==> src/rtl/dtm_consts.vh <==
// constants for the dual-channel torque-off monitor
`ifndef DTM_CONSTS_VH
`define DTM_CONSTS_VH

`define DTM_CLK_MHZ        250
`define DTM_PULSE_TOL_US   1000
`define DTM_PULSE_TOL_CYC  (`DTM_PULSE_TOL_US * `DTM_CLK_MHZ)
`define DTM_FILT_W         18
`define DTM_SKEW_MS        200
`define DTM_SKEW_CYC       (`DTM_SKEW_MS * 1000 * `DTM_CLK_MHZ)
`define DTM_SKEW_W         26

`define DTM_CFG_W          4
`define DTM_CFG_RUN_IND    0
`define DTM_CFG_STOP_IND   1
`define DTM_CFG_RUN_RST    2
`define DTM_CFG_STOP_RST   3

`endif

==> src/rtl/dtm_monitor.v <==
// dual-channel torque-off interlock monitor
`timescale 1ns/1ns
`include "dtm_consts.vh"
module dtm_monitor #(
  parameter [`DTM_FILT_W-1:0] TOL_CYC  = `DTM_PULSE_TOL_CYC,
  parameter [`DTM_SKEW_W-1:0] SKEW_CYC = `DTM_SKEW_CYC
) (
  // clock and reset
  input  wire                  mclk,
  input  wire                  rst_n,
  // torque-off channels
  input  wire                  channel_one_input,
  input  wire                  channel_two_input,
  // drive control
  input  wire                  start_cmd,
  input  wire                  stop_cmd,
  input  wire                  fault_reset,
  input  wire [`DTM_CFG_W-1:0] ind_cfg,
  // status
  output reg                   gate_enable_r,
  output reg                   running_r,
  output reg                   channel_one_loss_fault_r,
  output reg                   channel_two_loss_fault_r,
  output reg                   torque_off_ind_r,
  output reg                   start_reject_warn_r,
  output reg                   reset_needed_r
);
  localparam ST_STOP = 1'b0;
  localparam ST_RUN  = 1'b1;

  wire ch1;
  wire ch2;
  reg  state_r;
  reg  [`DTM_SKEW_W-1:0] skew_r;
  reg  start_d_r;
  // filtered loss seen on the previous edge; starts high since channels start open
  reg  lost_d_r;

  // picks the run or the stop half of one config pair
  function cfg_pick;
    input in_run;
    input run_bit;
    input stop_bit;
    begin
      if (in_run) begin
        cfg_pick = run_bit;
      end else begin
        cfg_pick = stop_bit;
      end
    end
  endfunction

  dtm_filter #(.TOL_CYC(TOL_CYC)) u_f1 (
    .mclk    (mclk),
    .rst_n   (rst_n),
    .raw_in  (channel_one_input),
    .level_r (ch1)
  );
  dtm_filter #(.TOL_CYC(TOL_CYC)) u_f2 (
    .mclk    (mclk),
    .rst_n   (rst_n),
    .raw_in  (channel_two_input),
    .level_r (ch2)
  );

  wire both_ok  = ch1 & ch2;
  wire any_lost = ~both_ok;
  wire one_lost = ch1 ^ ch2;
  wire start_edge = start_cmd & ~start_d_r;
  wire faults   = channel_one_loss_fault_r | channel_two_loss_fault_r | reset_needed_r;
  // mismatch counted only while channels disagree; longer than the allowed skew is a loss
  wire skew_over = one_lost & (skew_r >= SKEW_CYC);
  // the state at the moment of loss picks the selection, not the state after stopping
  wire in_run    = (state_r == ST_RUN);
  wire loss_edge = any_lost & ~lost_d_r;
  wire cfg_rst   = cfg_pick(in_run, ind_cfg[`DTM_CFG_RUN_RST], ind_cfg[`DTM_CFG_STOP_RST]);
  wire cfg_ind   = cfg_pick(in_run, ind_cfg[`DTM_CFG_RUN_IND], ind_cfg[`DTM_CFG_STOP_IND]);

  // loss edge detector; reset value matches the open channels after reset, so no false edge
  always @(posedge mclk) begin
    if (!rst_n) begin
      lost_d_r <= 1'b1;
    end else begin
      lost_d_r <= any_lost;
    end
  end

  always @(posedge mclk) begin
    if (!rst_n) begin
      skew_r <= {`DTM_SKEW_W{1'b0}};
    end else if (!one_lost) begin
      skew_r <= {`DTM_SKEW_W{1'b0}};
    end else if (!skew_over) begin
      skew_r <= skew_r + 1'b1;
    end
  end

  // interlock path reads ind_cfg only through reset_needed_r, which blocks a start
  always @(posedge mclk) begin
    if (!rst_n) begin
      state_r       <= ST_STOP;
      gate_enable_r <= 1'b0;
      running_r     <= 1'b0;
      start_d_r     <= 1'b0;
    end else begin
      start_d_r <= start_cmd;
      case (state_r)
        ST_STOP: begin
          // edge only: a held start never restarts after closing
          if (start_edge && both_ok && !faults) begin
            state_r       <= ST_RUN;
            gate_enable_r <= 1'b1;
            running_r     <= 1'b1;
          end
        end
        default: begin
          if (any_lost || stop_cmd) begin
            state_r       <= ST_STOP;
            gate_enable_r <= 1'b0;
            running_r     <= 1'b0;
          end
        end
      endcase
      if (any_lost) begin
        gate_enable_r <= 1'b0;
      end
    end
  end

  // faults and indications; a set beats a simultaneous reset
  always @(posedge mclk) begin
    if (!rst_n) begin
      channel_one_loss_fault_r <= 1'b0;
      channel_two_loss_fault_r <= 1'b0;
      torque_off_ind_r         <= 1'b0;
      start_reject_warn_r      <= 1'b0;
      reset_needed_r           <= 1'b0;
    end else begin
      if (skew_over && !ch1) begin
        channel_one_loss_fault_r <= 1'b1;
      end else if (fault_reset) begin
        channel_one_loss_fault_r <= 1'b0;
      end
      if (skew_over && !ch2) begin
        channel_two_loss_fault_r <= 1'b1;
      end else if (fault_reset) begin
        channel_two_loss_fault_r <= 1'b0;
      end
      if (loss_edge && cfg_rst) begin
        reset_needed_r <= 1'b1;
      end else if (fault_reset) begin
        reset_needed_r <= 1'b0;
      end
      if (!any_lost) begin
        torque_off_ind_r <= 1'b0;
      end else if (loss_edge) begin
        torque_off_ind_r <= cfg_ind;
      end
      if (start_edge && any_lost && state_r == ST_STOP) begin
        start_reject_warn_r <= 1'b1;
      end else if (both_ok) begin
        start_reject_warn_r <= 1'b0;
      end
    end
  end
endmodule

==> src/rtl/dtm_filter.v <==
// pulse-tolerant filter for one torque-off channel
`timescale 1ns/1ns
`include "dtm_consts.vh"
module dtm_filter #(
  parameter [`DTM_FILT_W-1:0] TOL_CYC = `DTM_PULSE_TOL_CYC
) (
  // clock and reset
  input  wire mclk,
  input  wire rst_n,
  // channel
  input  wire raw_in,
  output reg  level_r
);
  reg  [`DTM_FILT_W-1:0] cnt_r;

  // the level only moves after a deviation lasts longer than the tolerance
  always @(posedge mclk) begin
    if (!rst_n) begin
      level_r <= 1'b0;
      cnt_r   <= {`DTM_FILT_W{1'b0}};
    end else if (raw_in == level_r) begin
      cnt_r <= {`DTM_FILT_W{1'b0}};
    end else if (cnt_r >= TOL_CYC) begin
      level_r <= raw_in;
      cnt_r   <= {`DTM_FILT_W{1'b0}};
    end else begin
      cnt_r <= cnt_r + 1'b1;
    end
  end
endmodule

==> config.mk <==
export PLATFORM = sky130hd
export DESIGN_NAME = dtm_monitor
export DESIGN_NICKNAME = d
export VERILOG_FILES = /design/src/rtl/dtm_monitor.v /design/src/rtl/dtm_filter.v
export VERILOG_INCLUDE_DIRS = /design/src /design/src/rtl
export SDC_FILE = /design/constraint.sdc
export NUM_CORES = 1
export LEC_CHECK = 0
export BUFFER_PORTS_ARGS = -buffer_cell sky130_fd_sc_hd__clkbuf_2
export CAP_MARGIN = 20
export CORE_MARGIN = 2
export CORE_UTILIZATION = 40
export CTS_CLUSTER_SIZE = 24
export DETAILED_ROUTE_END_ITERATION = 8
export GPL_TIMING_DRIVEN = 0
export PLACE_DENSITY = 0.65
export SLEW_MARGIN = 20
export SYNTH_ARGS = -nofsm -noshare
export SYNTH_HDL_FRONTEND = slang
export SYNTH_SLANG_ARGS = --single-unit
==> constraint.sdc <==
create_clock -name mclk -period 3.1 [get_ports mclk]
set_input_delay 0.155 -clock mclk [delete_from_list [all_inputs] [get_ports mclk]]
set_output_delay 0.155 -clock mclk [all_outputs]
set_load 0.005 [all_outputs]
==> key figures, run 1 <==
Setup path
  – Max stage delay on crit path: around 480 ps
  – CP required: 3320 ps
  – R2R Setup Slk: ~1000 ps
  – CP arrival: about 2300 ps
  – R2R Path End: skew_r[1]
  – Worst path slowest cell: or3_1
  – R2R depth: 7
  – Crit. End Element: flop
  – Setup crit end: skew_r[1]
  – Critical Path Source: skew_r[13]
  – Cell repeated most along the worst path: buf_6
  – Nature of the critical path startpoint: flop
  – Setup CP Type: flop to flop
  – CP Max Fanout: 10
  – CP Cell Sequence: a41oi_1 -> or3_1 -> o21ai_4 -> buf_6 -> buf_6 -> mux2i_1 -> nor2_1
  – Reg2reg start: skew_r[13]

Synth
  – Share of the synthesized area in the top cell type: 43.1%
  – Sequential area share after synthesis: about 43%
  – Ys flop type: dfxtp_1
  – Syn Inst Count: ~400
  – Ys async rst share: 0%
  – Yosys top cell by area: dfxtp_1
  – Top post-synthesis cells by area: dfxtp_1 (43%), nor2_1 (6.1%), xor2_1 (4.6%)
  – YS warnings: 0
  – Count of flip-flops with a built-in enable after synthesis: 0
  – Syn nets: 414
  – Synthesized flop and latch total: 74
  – Netlist cell types: 42
  – Mean area per synthesized cell: about 8.7 µm²
  – Synthesized cell area: approximately 3400 µm²

GRT
  – Largest net degree at the start of global routing: 14
  – Total grt overflow: 0
  – First-pass GRT wire length: between 10 and 15 mm
  – Initial antenna violation count: 0
  – Total track usage: between 10% and 20%
  – Number of global-route vias before repair: ~2,700

Floorplan
  – Die Wd: just under 100 µm
  – DIE AREA: slightly above 9000 µm²
  – DIE HEIGHT: between 90 and 100 µm
  – Initial Util: about two fifths
  – Core area: around 8300 µm²
  – Num rows: 33
  – # IOs: 18

Placed design
  – Placed Cells: around 520
  – Worst Setup Slack post-DPL: around 1100 ps
  – Placer Congestion: between 0.8 and 0.9
  – Final HPWL DP: approximately 5 mm
  – IO Port Bufs: 16

Drt
  – Iteration-0 DRC Markers: 84
  – DR WL/cell: roughly 13 µm
  – Via density: 5.27
  – # DRC: 0
  – Detailed Route WL: just under 7 mm
  – Vias: between 2,000 and 3,000
  – DR pass1 iterations: 7
  – DRT antenna net count: 0

Clocking
  – CTS Buf Count: 9
  – CTS sink count: 74
  – CTS tree: built
  – Clk Latency, worst-skew pair: approximately 350 ps
  – Cts hold-fix bufs: 0
  – Post-CTS resize count: 0
  – Deepest clock path buffer count: 2
  – H-tree depth: 3
  – Clock slew at reported path FFs: about 80 ps
  – Clock root buffer: clkbuf_8
  – Setup Fix Bufs, Post-CTS: 0

Timing
  – Max frequency: about 480 MHz
  – Unrepaired setup endpoints after global routing: no
  – Count of final max-slew check failures: 0
  – Relative slew slack: between 60% and 70%
  – Setup violators final: 0
  – Clock skew: 6.94 ps
  – Slew @ Worst Pin: 482 ps
  – Crit share post-route: between 60% and 70%
  – Min Clock Period, post-route: between 2000 and 2500 ps
  – Setup TNS: 0 ps
  – Worst Setup Slack, final: ~1000 ps
  – Final-report hold violation count: 0

Layout
  – Area delta synth->final: 13.1%
  – Nets: 441
  – Antenna Diode Count: 0
  – Layout cells sized above 1: under 10%
  – Fill cell count: a little over 800
  – Fin cells: 533

Power
  – Pleak: roughly 1.3 nW
  – Total power: approximately 1.9 mW
  – VDD IR max: 0.000312 V
  – Power Density: 479 nW/µm²

Worst hold path
  – Hold/Removal Path Class: input pin to flop
  – Hold_sp: start_cmd

Run status
  – Outcome: complete, no violations

Run
  – Number of max-cap violations: 0
[worst max-delay path: cells and delay by family (launching register included)]
family / cells / cell delay [ps]
flops: 1 / 430
mux: 1 / 180
simple gates: 2 / 530
buf+inv: 2 / 330
compound gates: 2 / 470
[layout make-up]
type	instances	area, µm²	area share [%]
plain buffers	12	68.8	1.77
clock buffers	11	151	3.90
clock inverters	5	86.3	2.22
inverters	13	48.8	1.26
multi-input cells	297	1830	47.2
flip-flops and latches	74	1480	38.2
well taps	105	131	3.38
repair buffers	16	80.1	2.06
[where the power goes]
group	switching (mW)	leakage [nW]	internal, mW
Combinational	0.0195	0.539	0.0122
Clock	0.367	0.120	0.501
Sequential	0.00368	0.597	0.954
[placed cells by master (no fill, tap or decap), types with 4 or more instances in the layout]
master	count
xor2_1	18
and4_1	8
clkbuf_8	11
nor4_1	5
xnor2_1	15
a21oi_1	18
or3_1	7
clkbuf_2	16
nand2_1	38
dfxtp_1	74
o31ai_1	14
and3_1	8
clkbuf_1	8
o211ai_1	5
nand3_1	19
inv_1	13
a21boi_0	4
nor2_1	56
o21ai_0	6
and2_1	6
nand4_1	14
mux2i_1	6
nand2b_1	6
or4_1	11
ha_1	7
[worst min-delay path by stage]
stage | slack [ps] | depth (start not counted) | endpoint
final | 20 | 2 | start_d_r
after global placement | 370 | 2 | start_d_r
after detailed placement | 380 | 2 | start_d_r
after CTS | 7 | 2 | start_d_r
after global routing | 10 | 2 | start_d_r
after floorplan | 280 | 1 | start_d_r
[cell families (layout without fill, tap and decap cells)]
logic type,after synthesis,after routing,synth area share (%)
compound gates,64,64,12.6
xor+xnor,33,33,8.42
fa+ha+maj,7,7,2.55
buf+inv,25,57,3.43
flops,74,74,43.1
mux,6,6,1.75
simple gates,187,187,28.1
[per-layer routing]
layer / up-vias / track usage [%] / wire length [µm]
met5: - / 0 / 0
met4: 0 / 4.98 / 104
met3: 9 / 4.91 / 195
met2: 32 / 25.2 / 3250
met1: 1303 / 18.8 / 3290
li1: 1463 / - / -
[registers in the layout, summed over array words and instances (netlist names)]
register	cells
running_r	1
u_f1.cnt_r	18
reset_needed_r	1
gate_enable_r	1
in_run	1
start_d_r	1
u_f2.level_r	1
torque_off_ind_r	1
channel_two_loss_fault_r	1
lost_d_r	1
skew_r	26
channel_one_loss_fault_r	1
u_f1.level_r	1
start_reject_warn_r	1
u_f2.cnt_r	18
[cell usage after synthesis, types with 2 or more instances]
library cell	instances
a21boi_0	4
a21boi_1	2
a21oi_1	18
a31oi_1	3
and2_1	6
and3_1	8
and4_1	8
buf_6	3
clkbuf_1	8
dfxtp_1	74
ha_1	7
inv_1	13
mux2i_1	6
nand2_1	38
nand2b_1	6
nand3_1	19
nand3b_1	3
nand4_1	14
nor2_1	56
nor3_1	3
nor4_1	5
o211ai_1	5
o21ai_0	6
o21ai_1	3
o31ai_1	14
or3_1	7
or4_1	11
xnor2_1	15
xor2_1	18
[per-stage QoR]
stage	area [µm²]	utilization [%]	hold slack (ps)
floorplan	3430	-	277
global placement	3640	44.1	374
detailed placement	3640	44.1	382
CTS	3880	47.0	6.72
global route	3880	47.0	10.1
finish	3880	47.0	23.0
Note: power is estimated with default switching activity, not from simulation.
==> run 2: changes to the inputs <==
- clock period: 3.1 -> 2.2 ns (I/O delays scaled with it)
==> run 2 against run 1 <==
Core utilization is 0.38 points higher. Non-clock buffer count grew 3. Sequential power up 41%. Highest routed layer unchanged.
==> key figures, run 2 (same netlist as run 1, synthesis figures left out) <==
Placed design
  – Placer Congestion: approximately 0.85
  – Final HPWL DP: ~5.0 mm
  – IO Port Bufs: 16

Layout
  – Top reg by flops: skew_r
  – Antenna Diode Count: 0
  – Nets: 444
  – Layout cells sized above 1: between 10% and 20%
  – Most frequent cells in the layout: dfxtp_1 (73), nor2_1 (56), nand2_1 (38)
  – Most common cell after layout, fill and taps aside: dfxtp_1
  – Area delta synth->final: 14.0%
  – Top flop regs: skew_r x26, u_f1.cnt_r x18, u_f2.cnt_r x18
  – Largest register FFs: 26
  – Finished Core Util: between 40% and 50%

Floorplan
  – Core area: between 8000 and 9000 µm²
  – DIE HEIGHT: slightly below 100 µm
  – DIE AREA: 9340 µm²
  – Die Wd: approximately 97 µm
  – Initial Util: 41.6%
  – Num rows: 33
  – # IOs: 18

Run status
  – Outcome: complete, no violations

Clocking
  – Clock root buffer: clkbuf_8
  – Deepest clock path buffer count: 2
  – Clock slew at reported path FFs: roughly 80 ps
  – CTS tree: built
  – CTS Buf Count: 9
  – H-tree depth: 3
  – CTS sink count: 74
  – Clk Latency, worst-skew pair: ~350 ps

Setup path
  – R2R depth: 7
  – CP required: 2420 ps
  – Cell repeated most along the worst path: buf_6
  – Setup CP Type: flop to flop
  – Worst path slowest cell: or3_1
  – Crit. End Element: flop
  – CP Max Fanout: 10
  – Nature of the critical path startpoint: flop
  – Reg2reg start: skew_r[12]
  – Critical Path Source: skew_r[12]
  – CP arrival: ~2300 ps
  – Max stage delay on crit path: between 400 and 500 ps
  – R2R Setup Slk: 140 ps
  – CP Cell Sequence: a41oi_1 -> or3_1 -> o21ai_4 -> buf_6 -> buf_6 -> mux2i_1 -> nor2_1
  – R2R Path End: skew_r[1]
  – Setup crit end: skew_r[1]

Drt
  – DR WL/cell: around 13 µm
  – Detailed Route WL: 6.88 mm
  – Vias: ~2,800
  – DR pass1 iterations: 5
  – # DRC: 0
  – Via density: around 5.3
  – DRT antenna net count: 0
  – Iteration-0 DRC Markers: between 90 and 100

GRT
  – Initial antenna violation count: 0
  – Routing usage on met2: roughly 25%
  – Total track usage: ~15%
  – First-pass GRT wire length: roughly 12 mm
  – Largest net degree at the start of global routing: 14
  – Number of global-route vias before repair: 2,665
  – Total grt overflow: 0
  – Met1 Usage GRT: a little under a fifth
  – Most Crowded Layer GR: met2
  – Met3 usage: between 4 and 5%

Timing
  – Slew @ Worst Pin: roughly 490 ps
  – Max frequency: 485 MHz
  – Crit share post-route: 93.6%
  – Final-report hold violation count: 0
  – Clock skew: between 6 and 7 ps
  – Relative slew slack: between 60% and 70%
  – Setup TNS: 0 ps
  – Unrepaired setup endpoints after global routing: no
  – Count of final max-slew check failures: 0
  – Setup violators final: 0
  – Min Clock Period, post-route: 2060 ps

Run
  – Number of max-cap violations: 0

Power
  – Pleak: about 1.3 nW
  – Power Density: 669 nW/µm²
  – VDD IR max: 0.000440 V
  – Total power: roughly 2.6 mW

Worst hold path
  – Hold/Removal Path Class: input pin to flop
-- run 2: what timing repair did --
action | CTS | global route
setup endpoints to repair | 0 | 2
gates resized for setup | 0 | 2
setup buffers | 0 | 2
hold endpoints to repair | 1 | 0
hold buffers | 1 | 0
-- run 2: worst min path at each step --
stage / from / endpoint / slack, ps / depth (start not counted)
finish: channel_one_input / u_f1.level_r / 30 / 3
global placement: start_cmd / start_d_r / 330 / 2
floorplan: start_cmd / start_d_r / 230 / 1
CTS: channel_one_input / u_f1.level_r / 20 / 3
detailed placement: start_cmd / start_d_r / 340 / 2
global route: fault_reset / channel_one_loss_fault_r / 40 / 3
-- run 2: metal layers --
layer | routed length (µm) | vias up | share of wire (%)
met5 | 0 | - | 0
met4 | 100 | 0 | 1.5
met3 | 207 | 9 | 3.0
met2 | 3250 | 35 | 47
met1 | 3320 | 1317 | 48
li1 | - | 1470 | -
-- run 2: area by class of cell --
type	count	area, µm²
Fill cell	815	4340
Clock buffer	11	151
Tap cell	105	131
Clock inverter	5	86.3
Inverter	13	48.8
Timing Repair Buffer	19	105
Sequential cell	74	1480
Multi-Input combinational cell	297	1840
Buffer	12	68.8
-- run 2: critical path: cells and delay by family, from the launching register on --
kind	cells	cell delay [ps]
and+or+nand+nor	2	530
AOI/OAI and AO/OA	2	470
DFF	1	420
buffers and inverters	2	330
muxes	1	180
-- run 2: power breakdown --
group	internal [mW]	switching, mW	leakage (nW)
clock	0.706	0.517	0.120
combinational	0.0186	0.0282	0.556
sequential	1.34	0.00513	0.597
total	2.07	0.550	1.27
-- run 2: through the flow --
step | cell area [µm²] | worst slack (ps) | hold slack, ps | std cells
5_1_grt | 3910 | 4.90 | 42.8 | 536
4_1_cts | 3890 | 138 | 18.7 | 534
6_report | 3910 | 140 | 26.0 | 536
2_1_floorplan | 3430 | 438 | 232 | 396
3_5_place_dp | 3640 | 157 | 337 | 517
3_3_place_gp | 3640 | 177 | 329 | 517
==> run 3: changes to the inputs <==
- PLACE_DENSITY: 0.65 -> 0.57
==> run 3 against run 2 <==
Maximum frequency shrank 0.33%. First-iteration DRC count grew 31%. Routed wire length grew 1.9%. Setup slack lost 6.8 ps. Clock power grew 7%. Clock-buffer cell count shrank 1. Sequential power is essentially flat. Power grew 3.3%. Critical endpoint unchanged.
==> key figures, run 3 (same netlist as run 1, synthesis figures left out) <==
Layout
  – Area delta synth->final: 14.1%
  – Most frequent cells in the layout: dfxtp_1 (73), nor2_1 (56), nand2_1 (38)
  – Nets: about 440
  – Largest register FFs: 26
  – Top flop regs: skew_r x26, u_f1.cnt_r x18, u_f2.cnt_r x18
  – Most common cell after layout, fill and taps aside: dfxtp_1
  – Top reg by flops: skew_r
  – Layout cells sized above 1: 10.0%
  – Antenna Diode Count: 0
  – Fin cells: ~530
  – Finished Core Util: around 47%

Power
  – Clock power share: 48.4%
  – Register share of total power: about half
  – Total power: around 2.7 mW
  – Int Power: roughly 2.1 mW
  – Pleak: between 1 and 1.5 nW
  – Combinational share of power: roughly 1.7%
  – Power Density: between 600 and 700 nW/µm²
  – VDD IR max: between 0.0004 and 0.0005 V
  – Net Switching: 0.556 mW
  – Sw frac: between 20 and 25%

GRT
  – Initial antenna violation count: 0
  – Largest net degree at the start of global routing: 14
  – Total track usage: ~16%
  – Number of global-route vias before repair: around 2,700
  – First-pass GRT wire length: approximately 12 mm
  – Total grt overflow: 0

Clocking
  – H-tree depth: 3
  – Clock root buffer: clkbuf_8
  – Clk Latency, worst-skew pair: between 300 and 400 ps
  – Clock slew at reported path FFs: 80 ps
  – CTS sink count: 74
  – Deepest clock path buffer count: 2
  – CTS Buf Count: 9
  – CTS tree: built

Worst hold path
  – Hold_sp: channel_one_input
  – Hold Path End: u_f1.level_r
  – Hold/Removal Path Class: input pin to flop
  – Hold Path Depth: 3

Timing
  – Final-report hold violation count: 0
  – Setup TNS: 0 ps
  – Unrepaired setup endpoints after global routing: no
  – Crit share post-route: 93.9%
  – Relative slew slack: around two thirds
  – Slew @ Worst Pin: ~480 ps
  – Setup violators final: 0
  – Min Clock Period, post-route: roughly 2100 ps
  – Max frequency: 484 MHz
  – Clock skew: 10.5 ps
  – Count of final max-slew check failures: 0

Floorplan
  – Core area: about 8300 µm²
  – # IOs: 18
  – DIE AREA: 9340 µm²
  – Initial Util: about two fifths
  – Num rows: 33
  – DIE HEIGHT: a little under 100 µm
  – Die Wd: between 90 and 100 µm

Drt
  – Detailed Route WL: ~7 mm
  – Via density: between 5 and 6
  – DR pass1 iterations: 4
  – # DRC: 0
  – Iteration-0 DRC Markers: between 100 and 150
  – DRT antenna net count: 0
  – Vias: 2,825
  – DR WL/cell: ~13 µm

Setup path
  – Top Family by Delay on Critical Path: simple AND/OR/NAND/NOR gates
  – Crit path buf inv count: 2
  – CP required: around 2400 ps
  – Crit. End Element: flop
  – R2R Setup Slk: about 130 ps
  – Worst path slowest cell: or3_1
  – Setup CP Type: flop to flop
  – R2R Path End: skew_r[1]
  – Max stage delay on crit path: 480 ps
  – CP Max Fanout: 10
  – Cell repeated most along the worst path: buf_6
  – CP Cell Sequence: a41oi_1 -> or3_1 -> o21ai_4 -> buf_6 -> buf_6 -> mux2i_1 -> nor2_1
  – Nature of the critical path startpoint: flop
  – Reg2reg start: skew_r[14]
  – CP arrival: around 2300 ps
  – R2R depth: 7

Placed design
  – Final HPWL DP: around 5 mm
  – Placed Cells: approximately 520
  – IO Port Bufs: 16
  – Placer Congestion: 0.791

Run
  – Number of max-cap violations: 0

Run status
  – Outcome: complete, no violations
==> run 3: cell count changes in the layout (fill, tap and decap cells not counted), sizes merged <==
cell / previous run / this run
buf: 6 / 4
clkinv: 3 / 1
bufinv: 2 / 3
clkinvlp: 0 / 2
clkbuf: 35 / 34
==> run 3: tightest hold or removal path, stage by stage <==
cell and delay, ps:
clkbuf_2 100, nand2_1 50, o21ai_0 60
==> run 3: layout make-up <==
type | count | area, µm²
fill | 841 | 4340
buffer | 12 | 68.8
clock buffer | 10 | 138
sequential | 74 | 1480
timing repair buffer | 17 | 90.1
multi-input combinational | 297 | 1840
clock inverter | 6 | 114
tap | 105 | 131
inverter | 13 | 48.8
==> run 3: metrics by stage <==
stage | setup WS [ps] | cell area [µm²] | hold WS [ps]
finish | 133 | 3920 | 28.0
detailed placement | 129 | 3640 | 333
global route | 18.2 | 3920 | 14.0
global placement | 154 | 3640 | 336
floorplan | 438 | 3430 | 232
CTS | 105 | 3910 | 12.8
==> run 3: metal layers <==
metal  track usage, %  vias up  wire (µm)
met5                0        -          0
met4             5.09        0         80
met3             4.05        8        228
met2             25.0       40       3160
met1             20.9     1311       3540
li1                 -     1466          -
==> run 3: worst max path at each step <==
| stage | endpoint | slack, ps | start | cells after the start |
|---|---|---|---|---|
| global route | skew_r[1] | 20 | skew_r[12] | 7 |
| CTS | skew_r[1] | 110 | skew_r[13] | 7 |
| finish | skew_r[1] | 130 | skew_r[14] | 7 |
| global placement | skew_r[1] | 150 | skew_r[13] | 7 |
| floorplan | skew_r[1] | 440 | skew_r[13] | 7 |
| detailed placement | skew_r[1] | 130 | skew_r[13] | 7 |
==> run 3: repair_timing <==
| action | 4_1_cts | 5_1_grt |
|---|---|---|
| resized for setup | 0 | 3 |
| buffers inserted | 0 | 0 |
| endpoints found under the setup margin | 0 | 7 |
| endpoints found under the hold margin | 1 | 0 |
| hold buffers | 1 | 0 |
==> run 3: power groups by stage <==
stage / sequential [mW] / clock [mW] / combinational [mW]
2_1_floorplan: 1.38 / 0 / 0.0256
3_3_place_gp: 1.38 / 0 / 0.0438
3_5_place_dp: 1.38 / 0 / 0.0447
4_1_cts: 1.35 / 1.34 / 0.0465
5_1_grt: 1.35 / 1.41 / 0.0530
6_report: 1.35 / 1.31 / 0.0463
